--- config.mk ---
export PLATFORM = sky130hd
export DESIGN_NAME = led_scan_core
export DESIGN_NICKNAME = d
export VERILOG_FILES = /design/src/led_scan_pkg.sv /design/src/scan_evt_if.sv /design/src/led_scan_core.sv /design/src/mux_tick_gen.sv /design/src/serial_frame_rx.sv
export SDC_FILE = /design/constraint.sdc
export NUM_CORES = 1
export LEC_CHECK = 0
export ABC_AREA = 1
export ABC_CLOCK_PERIOD_IN_PS = 2400
export CAP_MARGIN = 15
export CORE_MARGIN = 2
export CORE_UTILIZATION = 45
export DETAILED_ROUTE_END_ITERATION = 8
export DONT_BUFFER_PORTS = 1
export GPL_ROUTABILITY_DRIVEN = 0
export HOLD_SLACK_MARGIN = 0.1
export PLACE_DENSITY_LB_ADDON = 0.1
export SLEW_MARGIN = 20
export SYNTH_ARGS = -nofsm -noshare
export SYNTH_HDL_FRONTEND = slang
export SYNTH_SLANG_ARGS = --single-unit
--- constraint.sdc ---
create_clock -name clk_sys_i -period 2.4 [get_ports clk_sys_i]
set_input_delay 0.12 -clock clk_sys_i [delete_from_list [all_inputs] [get_ports clk_sys_i]]
set_output_delay 0.12 -clock clk_sys_i [all_outputs]
set_load 0.05 [all_outputs]
--- src/led_scan_pkg.sv ---
// constants shared by the scan, blink and serial front-end blocks
// assumes a single 125 MHz system clock and a 4 MHz nominal multiplex clock
package led_scan_pkg;

  // ****************************************************************
  // register addresses and field positions
  // ****************************************************************
  localparam logic [7:0] ADDR_BRIGHTNESS = 8'h02;  // brightness_duty
  localparam logic [7:0] ADDR_DIGIT_LIM  = 8'h03;  // digit_count_limit
  localparam logic [7:0] ADDR_CONFIG     = 8'h04;  // configuration
  localparam logic [7:0] ADDR_LAMP_TEST  = 8'h07;  // lamp_test_control

  localparam int BIT_LAMP_TEST  = 0;  // lamp test select
  localparam int BIT_BLINK_FAST = 2;  // blink rate, one is fast
  localparam int BIT_BLINK_EN   = 3;  // blink enable
  localparam int BIT_BLINK_SYNC = 4;  // clear timing chain at frame end
  localparam int LIM_MSB        = 2;  // digit limit field top bit
  localparam int DUTY_MSB       = 3;  // brightness field top bit

  // ****************************************************************
  // reset values
  // ****************************************************************
  localparam logic [3:0] RST_BRIGHTNESS = 4'h0;
  localparam logic [2:0] RST_DIGIT_LIM  = 3'h7;
  localparam logic       RST_LAMP_TEST  = 1'b0;
  localparam logic       RST_BLINK_EN   = 1'b0;
  localparam logic       RST_BLINK_FAST = 1'b0;

  // ****************************************************************
  // frame and timing figures
  // ****************************************************************
  localparam int FRAME_BITS    = 16;           // address byte then data byte
  localparam int CLK_HZ        = 125_000_000;  // system clock rate
  localparam int MUX_REF_HZ    = 4_000_000;    // nominal multiplex clock
  localparam int SLOT_NS       = 200_000;      // digit slot at nominal rate
  localparam int SLOT_TICKS    = (SLOT_NS * (MUX_REF_HZ / 1_000_000)) / 1000;
  localparam int DUTY_STEPS    = 16;           // brightness steps per slot
  localparam int STEP_TICKS    = SLOT_TICKS / DUTY_STEPS;
  localparam logic [3:0] DUTY_CAP = 4'hE;      // code 15 behaves as 14
  localparam int BLINK_SLOW_MHZ = 500;         // slow blink, millihertz
  localparam int BLINK_FAST_MHZ = 1000;        // fast blink, millihertz
  localparam int BLINK_SLOW_HALF = (MUX_REF_HZ / (2 * BLINK_SLOW_MHZ)) * 1000;
  localparam int BLINK_FAST_HALF = (MUX_REF_HZ / (2 * BLINK_FAST_MHZ)) * 1000;
  localparam int FS_MIN_DHZ    = 755_000;      // fail-safe floor, tenths of Hz
  localparam int FS_CYCLES     = (CLK_HZ * 10) / FS_MIN_DHZ;  // rounded down
  localparam int NUM_DIGITS    = 8;

endpackage

--- src/scan_evt_if.sv ---
// carrier for decoded frames and multiplex ticks between the scan blocks
// assumes all signals are synchronous to the system clock
interface scan_evt_if;
  logic       frame_stb;   // one-cycle pulse at chip-select release
  logic [7:0] frame_addr;  // register address of the frame
  logic [7:0] frame_data;  // register data of the frame
  logic       mux_tick;    // one pulse per effective multiplex clock edge
  logic       fs_active;   // last tick was inserted by the fail-safe

  modport rx_src   (output frame_stb, frame_addr, frame_data);
  modport tick_src (output mux_tick, fs_active);
  modport core     (input frame_stb, frame_addr, frame_data, mux_tick, fs_active);
endinterface

--- src/led_scan_core.sv ---
// multiplex scan, brightness and blink timing core of an led driver
// assumes synchronous pins, plane data held stable by the storage outside
//
// Summary of operation
// - address 07 bit 0 selects lamp test
// - address 03 bits 2..0 set last digit
// - blink off uses primary plane only
// - blink on alternates planes each phase
// - differing plane bits flash, equal bits steady
// - blink from divided multiplex clock, two speeds
// - slow 0.5 Hz, fast 1 Hz at 4 MHz
// - scan and blink share one multiplex clock
// - address 02 sets duty (k+1)/16, max 15/16
// - refresh is clock over 800 per digit
// - each digit slot lasts 800 clock ticks
// - fail-safe keeps effective clock above 75.5 kHz
// - fail-safe works for any clock source
// - sync bit clears dividers and digit sequence
// - sync clear happens at chip-select release
// - configuration bit 3 enables blinking
// - configuration bit 2 selects fast blink
// - configuration bit 4 requests timing clear
module led_scan_core
#(
  parameter int BLINK_SLOW_HALF = led_scan_pkg::BLINK_SLOW_HALF,  // ticks per slow phase
  parameter int BLINK_FAST_HALF = led_scan_pkg::BLINK_FAST_HALF   // ticks per fast phase
)
(
  input  wire logic        clk_sys_i,          // system clock
  input  wire logic        resetn_i,           // asynchronous reset, active low
  input  wire logic        cs_n_i,             // serial chip select, active low
  input  wire logic        sclk_i,             // serial clock
  input  wire logic        sdata_i,            // serial data
  input  wire logic        mux_clk_i,          // multiplex_clock_input level
  input  wire logic [63:0] primary_plane_i,    // digit bytes, digit 0 lowest
  input  wire logic [63:0] alternate_plane_i,  // digit bytes, digit 0 lowest
  output logic      [7:0]  digit_en_o,         // one-hot digit enable
  output logic      [7:0]  segment_o,          // segment drive, bit 7 is dp
  output logic             plane_alt_o,        // alternate plane in use
  output logic             failsafe_o          // fail-safe ticks in use
);

  // ****************************************************************
  // constants
  // ****************************************************************
  localparam logic [5:0]  STEP_LAST = 6'(led_scan_pkg::STEP_TICKS - 1);
  localparam logic [3:0]  SLOT_LAST = 4'(led_scan_pkg::DUTY_STEPS - 1);
  localparam logic [22:0] SLOW_LAST = 23'(BLINK_SLOW_HALF - 1);
  localparam logic [22:0] FAST_LAST = 23'(BLINK_FAST_HALF - 1);
  localparam int SETTLE_MIN = 1;  // output update latency
  localparam int SETTLE_MAX = 2;

  // ****************************************************************
  // front-end blocks
  // ****************************************************************
  scan_evt_if evt ();  // frames and ticks

  // serial register writes
  serial_frame_rx u_rx
  (
    .clk_sys_i (clk_sys_i),
    .resetn_i  (resetn_i),
    .cs_n_i    (cs_n_i),
    .sclk_i    (sclk_i),
    .sdata_i   (sdata_i),
    .evt       (evt.rx_src)
  );

  // effective multiplex ticks
  mux_tick_gen u_tick
  (
    .clk_sys_i (clk_sys_i),
    .resetn_i  (resetn_i),
    .mux_clk_i (mux_clk_i),
    .evt       (evt.tick_src)
  );

  // ****************************************************************
  // registers
  // ****************************************************************
  logic [3:0]  duty_code_q;   // brightness code
  logic [2:0]  digit_lim_q;   // last scanned digit
  logic        lamp_test_q;   // lamp test selected
  logic        blink_en_q;    // blinking enabled
  logic        blink_fast_q;  // fast blink selected
  logic        sync_clr;      // timing chain clear request

  // write decode at chip-select release
  always_ff @(posedge clk_sys_i or negedge resetn_i)
  begin
    if (!resetn_i)
    begin
      duty_code_q  <= led_scan_pkg::RST_BRIGHTNESS;
      digit_lim_q  <= led_scan_pkg::RST_DIGIT_LIM;
      lamp_test_q  <= led_scan_pkg::RST_LAMP_TEST;
      blink_en_q   <= led_scan_pkg::RST_BLINK_EN;
      blink_fast_q <= led_scan_pkg::RST_BLINK_FAST;
    end
    else if (evt.frame_stb)
    begin
      unique case (evt.frame_addr)
        led_scan_pkg::ADDR_BRIGHTNESS:
          duty_code_q <= evt.frame_data[led_scan_pkg::DUTY_MSB:0];
        // three-bit digit limit, upper bits dropped
        led_scan_pkg::ADDR_DIGIT_LIM:
          digit_lim_q <= evt.frame_data[led_scan_pkg::LIM_MSB:0];
        led_scan_pkg::ADDR_LAMP_TEST:
          lamp_test_q <= evt.frame_data[led_scan_pkg::BIT_LAMP_TEST];
        led_scan_pkg::ADDR_CONFIG:
        begin
          blink_en_q   <= evt.frame_data[led_scan_pkg::BIT_BLINK_EN];
          blink_fast_q <= evt.frame_data[led_scan_pkg::BIT_BLINK_FAST];
        end
        // other addresses belong to other blocks
        default:
        begin
        end
      endcase
    end
  end

  // sync bit of a configuration write
  // acts at the frame strobe, i.e. chip-select release
  assign sync_clr = evt.frame_stb && (evt.frame_addr == led_scan_pkg::ADDR_CONFIG) &&
                    evt.frame_data[led_scan_pkg::BIT_BLINK_SYNC];

  // ****************************************************************
  // scan divider chain
  // ****************************************************************
  logic [5:0] pre_q;    // ticks within a duty step
  logic [3:0] step_q;   // duty step within a slot
  logic [2:0] digit_q;  // digit being scanned
  logic       step_end; // last tick of a step
  logic       slot_end; // last tick of a digit slot

  assign step_end = evt.mux_tick && (pre_q == STEP_LAST);
  assign slot_end = step_end && (step_q == SLOT_LAST);

  // scan timing counts multiplex ticks only
  // slot is step ticks times sixteen steps
  always_ff @(posedge clk_sys_i or negedge resetn_i)
  begin
    if (!resetn_i)
    begin
      pre_q  <= 6'h00;
      step_q <= 4'h0;
    end
    else if (sync_clr)
    begin
      pre_q  <= 6'h00;
      step_q <= 4'h0;
    end
    else if (evt.mux_tick)
    begin
      pre_q <= (pre_q == STEP_LAST) ? 6'h00 : pre_q + 6'h01;
      if (step_end)
        step_q <= step_q + 4'h1;
    end
  end

  // ascending digit order with wrap at the limit
  // refresh is limit plus one slots
  always_ff @(posedge clk_sys_i or negedge resetn_i)
  begin
    if (!resetn_i)
      digit_q <= 3'h0;
    else if (sync_clr)
      digit_q <= 3'h0;
    else if (slot_end)
      digit_q <= (digit_q >= digit_lim_q) ? 3'h0 : digit_q + 3'h1;
  end

  // ****************************************************************
  // blink divider
  // ****************************************************************
  logic [22:0] blink_cnt_q;  // ticks within a blink phase
  logic        phase_q;      // blink phase, one is alternate
  logic [22:0] blink_last;   // phase length for the chosen rate

  // rate bit picks one of two divisions
  // half periods match 0.5 Hz and 1 Hz at 4 MHz
  assign blink_last = blink_fast_q ? FAST_LAST : SLOW_LAST;

  // phases run on without host action
  // sync clears the blink counter too
  always_ff @(posedge clk_sys_i or negedge resetn_i)
  begin
    if (!resetn_i)
    begin
      blink_cnt_q <= 23'h00_0000;
      phase_q     <= 1'b0;
    end
    else if (sync_clr)
    begin
      blink_cnt_q <= 23'h00_0000;
      phase_q     <= 1'b0;
    end
    else if (evt.mux_tick)
    begin
      if (blink_cnt_q >= blink_last)
      begin
        blink_cnt_q <= 23'h00_0000;
        phase_q     <= !phase_q;
      end
      else
        blink_cnt_q <= blink_cnt_q + 23'h00_0001;
    end
  end

  // ****************************************************************
  // segment and digit outputs
  // ****************************************************************
  logic [3:0] duty_eff;   // capped duty code
  logic       seg_on;     // inside the lit part of the slot
  logic       use_alt;    // alternate plane selected
  logic [7:0] prim_byte;  // primary byte of current digit
  logic [7:0] alt_byte;   // alternate byte of current digit
  logic [7:0] seg_d;      // next segment drive
  logic [7:0] dig_d;      // next digit enable

  // code 15 gives the same duty as 14
  assign duty_eff  = (duty_code_q > led_scan_pkg::DUTY_CAP) ? led_scan_pkg::DUTY_CAP
                                                            : duty_code_q;
  assign seg_on    = (step_q <= duty_eff);
  // primary only while blink is off
  assign use_alt   = blink_en_q && phase_q;
  assign prim_byte = primary_plane_i[digit_q*8 +: 8];
  assign alt_byte  = alternate_plane_i[digit_q*8 +: 8];

  // digit enable decode, one bit per digit
  genvar gi;
  generate
    for (gi = 0; gi < led_scan_pkg::NUM_DIGITS; gi++)
    begin : g_dig
      assign dig_d[gi] = (digit_q == 3'(gi));
    end
  endgenerate

  // each phase shows its own plane bit
  // lamp test forces all segments in the lit steps, data untouched
  always_comb
  begin
    if (!seg_on)
      seg_d = 8'h00;
    else if (lamp_test_q)
      seg_d = 8'hFF;
    else if (use_alt)
      seg_d = alt_byte;
    else
      seg_d = prim_byte;
  end

  // registered outputs
  always_ff @(posedge clk_sys_i or negedge resetn_i)
  begin
    if (!resetn_i)
    begin
      digit_en_o  <= 8'h00;
      segment_o   <= 8'h00;
      plane_alt_o <= 1'b0;
      failsafe_o  <= 1'b0;
    end
    else
    begin
      digit_en_o  <= dig_d;
      segment_o   <= seg_d;
      plane_alt_o <= use_alt;
      failsafe_o  <= evt.fs_active;
    end
  end
endmodule

--- src/mux_tick_gen.sv ---
// multiplex clock edge detector with a fail-safe tick inserter
// assumes the multiplex clock pin is synchronous to clk_sys_i
module mux_tick_gen
(
  input  wire logic    clk_sys_i,
  input  wire logic    resetn_i,
  input  wire logic    mux_clk_i,
  scan_evt_if.tick_src evt
);
  localparam logic [11:0] FS_LAST = 12'(led_scan_pkg::FS_CYCLES - 1);

  logic        mux_q;  // previous multiplex clock level
  logic [11:0] gap_q;  // system cycles since last tick

  // same watchdog for any clock source
  // insert a tick when the clock stalls
  always_ff @(posedge clk_sys_i or negedge resetn_i)
  begin
    if (!resetn_i)
    begin
      mux_q        <= 1'b0;
      gap_q        <= 12'h000;
      evt.mux_tick <= 1'b0;
      evt.fs_active <= 1'b0;
    end
    else
    begin
      mux_q <= mux_clk_i;
      if (mux_clk_i && !mux_q)
      begin
        gap_q         <= 12'h000;
        evt.mux_tick  <= 1'b1;
        evt.fs_active <= 1'b0;
      end
      else if (gap_q == FS_LAST)
      begin
        gap_q         <= 12'h000;
        evt.mux_tick  <= 1'b1;
        evt.fs_active <= 1'b1;
      end
      else
      begin
        gap_q        <= gap_q + 12'h001;
        evt.mux_tick <= 1'b0;
      end
    end
  end
endmodule

--- src/serial_frame_rx.sv ---
// serial write port: shifts address and data bytes, strobes at cs release
// assumes cs, sclk and data pins are already synchronous to clk_sys_i
module serial_frame_rx
(
  input  wire logic  clk_sys_i,
  input  wire logic  resetn_i,
  input  wire logic  cs_n_i,
  input  wire logic  sclk_i,
  input  wire logic  sdata_i,
  scan_evt_if.rx_src evt
);
  logic [15:0] shift_q;  // received bits, msb first
  logic [4:0]  count_q;  // bits taken in this frame
  logic        sclk_q;   // previous serial clock level
  logic        cs_n_q;   // previous chip-select level

  // sample data on each serial clock rising edge while selected
  always_ff @(posedge clk_sys_i or negedge resetn_i)
  begin
    if (!resetn_i)
    begin
      shift_q <= 16'h0000;
      count_q <= 5'h00;
      sclk_q  <= 1'b0;
      cs_n_q  <= 1'b1;
    end
    else
    begin
      sclk_q <= sclk_i;
      cs_n_q <= cs_n_i;
      if (cs_n_i)
        count_q <= 5'h00;
      else if (sclk_i && !sclk_q)
      begin
        shift_q <= {shift_q[14:0], sdata_i};
        if (count_q != 5'h1F)
          count_q <= count_q + 5'h01;
      end
    end
  end

  // frame strobe on release, only for exactly one full frame
  always_ff @(posedge clk_sys_i or negedge resetn_i)
  begin
    if (!resetn_i)
      evt.frame_stb <= 1'b0;
    else
      evt.frame_stb <= cs_n_i && !cs_n_q &&
                       (count_q == 5'(led_scan_pkg::FRAME_BITS));
  end

  assign evt.frame_addr = shift_q[15:8];
  assign evt.frame_data = shift_q[7:0];
endmodule

==> metrics.yaml <==
worst_setup_path:
  r2r_start: "blink_fast_q"
  critPathLaunch: "blink_fast_q"
  arrival_ns: 2.28
  startpoint_type: "flop"
  crit_path_end_kind: "flop"
  required_ns: 2.64
  crit_fanout: 12
  critical_path_class: "flop to flop"
die:
  rows: 44
  ios: 152
  die_x_microns: 125
  die_area_sq_um: 15600
  dieHeight_microns: 125
  core_region_area_sq_um: 14400
  start_util: 0.457
sta:
  rsz0062_at_grt: "no"
  tightest_slew_ns: 0.670
  slew_headroom: 0.552
  setup_tns_ns: 0
  finalHoldViolations: 104
  fmax_mhz: 490
  finClkSkew_ns: 0.00858
  hold-worst-slack_ns: -0.540
  finalSetupViolCount: 0
  fin_crit_ns: 2.04
  final-max-slew-violation-count: 0
  fin_crit_sh: 0.851
logic_synthesis:
  synthDistinctLibCells: 46
  syn_inst: 914
  synth_seq_area_share: 0.397
  synth-seq-cells: 104
  synth_flop_cell: "dfrtp_1"
  yosysWarnings: 0
  synth.avg_cell_area_sq_um: 7.18
  synth-async-reset-ratio: 1.00
  synth_edf_count: 0
  synth_nets: 1077
  syn-cell-area_sq_um: 6570
cells_and_area:
  layout-drive-gt1-share: 0.0736
  final_common_cell: "nand2_1"
  area_delta_synth_final_pct: 6.55
  fillCellCount: 1420
  final_cell_mix: "284 x nand2_1, 106 x nand3_1, 100 x dfrtp_1"
  multi_input_area_sq_um: 3400
  finalNetCount: 1069
  finish.utilization: 0.487
  seq_area_sq_um: 2610
  antenna_cells: 0
clock_network:
  cts.clk_slew.worst_paths_ns: 0.07
  clkLatencyLatePin_ns: 0.35
  htreeDepth: 3
  clockBufferDepth: 2
  cts_setup_buffers: 0
  cts_buffers: 9
  cts_resized: 0
  cts_tree: "built"
  cts.hold.buffers_added: 4
  clkSinkCount: 104
  root_buffer: "clkbuf_16"
grt:
  antenna_found_initial: 0
  grt_max_degree: 105
  grt_usage: 0.208
  first_global_vias: 5643
  grt_pass1_wl_mm: 26.9
  grt_overflow: 0
outcome:
  violations: "hold timing"
  status: "complete, but fails checks"
power:
  netSwitchingFraction: 0.298
  pwr-share-clk: 0.329
  power_density_nw_per_um2: 588
  cellLeakagePower_nw: 3.41
  p_int_w: 0.00289
  p_seq_frac: 0.538
  p_comb_frac: 0.133
  p_sw_w: 0.00123
  peakVddDrop_uv: 336
detailed_routing:
  vias: 5721
  avgViaCountPerCell: 5.23
  drt-total-wl_mm: 15.7
  drt-pass1-iter-count: 5
  postRouteAntennaNets: 0
  post-route-drc-count: 0
  drt_iter0_markers: 356
  wire_per_inst_microns: 14.3
place:
  port_buffers: 0
  hpwl_mm: 11.5
hold_path:
  hold_path_class: "input pin to asynchronous set/reset pin"
run:
  drv_cap: 0
layout make-up:
cell class,count,area share
timing repair buffer,15,0.0193
inverter,94,0.0508
multi-input combinational,682,0.487
tap,184,0.0329
clock inverter,4,0.00447
clock buffer,11,0.0333
sequential,104,0.373
power by group through the flow:
stage	clock network, W	logic (W)	registers [W]
final	0.00135	0.000548	0.00221
after global placement	0	0.000526	0.00224
after global routing	0.00148	0.000652	0.00225
after detailed placement	0	0.000547	0.00225
after CTS	0.00141	0.000558	0.00221
after floorplan	0	0.000443	0.00220
worst max-delay path: stages (launching register included):
cell and delay (ns):
dfrtp_1 0.48, inv_1 0.13, ha_1 0.32, nand2_1 0.07
o21ai_0 0.18, nand2_1 0.07, nand3_1 0.09, nand2_1 0.10
a21oi_4 0.18, buf_4 0.24, nor2_1 0.06
final timing paths:
check / end / slack, ns / cells after the start
max: blink_cnt_q[12] / 0.36 / 10
min: blink_cnt_q[20] / -0.54 / 0
max reg2reg: blink_cnt_q[12] / 0.36 / 10
min reg2reg: failsafe_o / 0.39 / 0
max in group asynchronous: u_rx.cs_n_q / 2.71 / 0
min in group clk_sys_i: segment_o[3] / 0.23 / 6
routing by layer:
metal | share of wire | vias up | track usage
met5 | 0 | - | 0
met4 | 0.014 | 0 | 0.0522
met3 | 0.051 | 19 | 0.0485
met2 | 0.48 | 131 | 0.345
met1 | 0.46 | 2667 | 0.276
li1 | - | 2904 | -
kinds of logic after synthesis:
logic type | synth area share
simple gates | 0.361
xor+xnor | 0.0213
flops | 0.397
mux | 0.00171
buf+inv | 0.0848
fa+ha+maj | 0.0553
compound gates | 0.0785
through the flow:
step	std cells	area (sq um)	power (W)	hold slack, ns	setup slack [ns]
floorplan	914	6570	0.00265	-0.176	0.642
global placement	1075	6690	0.00276	-0.173	0.431
detailed placement	1075	6690	0.00280	-0.173	0.370
CTS	1094	7000	0.00418	-0.557	0.355
global route	1094	7000	0.00439	-0.567	0.110
finish	1094	7000	0.00412	-0.540	0.358
synth_stat cells (all sizes together), types with 4 or more instances:
master	n	share of area
xnor2	4	0.0053
inv	93	0.054
ha	29	0.055
buf	26	0.026
o21ai	45	0.035
nand3	108	0.085
dfrtp	100	0.38
clkbuf	8	0.0046
nand2	295	0.17
a21oi	31	0.025
nor3b	5	0.0057
o211ai	7	0.0080
dfstp	4	0.016
nor2	105	0.068
nor3	12	0.0091
xor2	12	0.016
nand4	13	0.012
sequential cells by signal (all words and copies together) (netlist names), 4 cells and up:
name          flops
u_rx.shift_q     16
segment_o         8
digit_en_o        8
duty_code_q       4
u_rx.count_q      5
blink_cnt_q      23
u_tick.gap_q     12
pre_q             6
step_q            4
(Power assumes the default switching activity.)
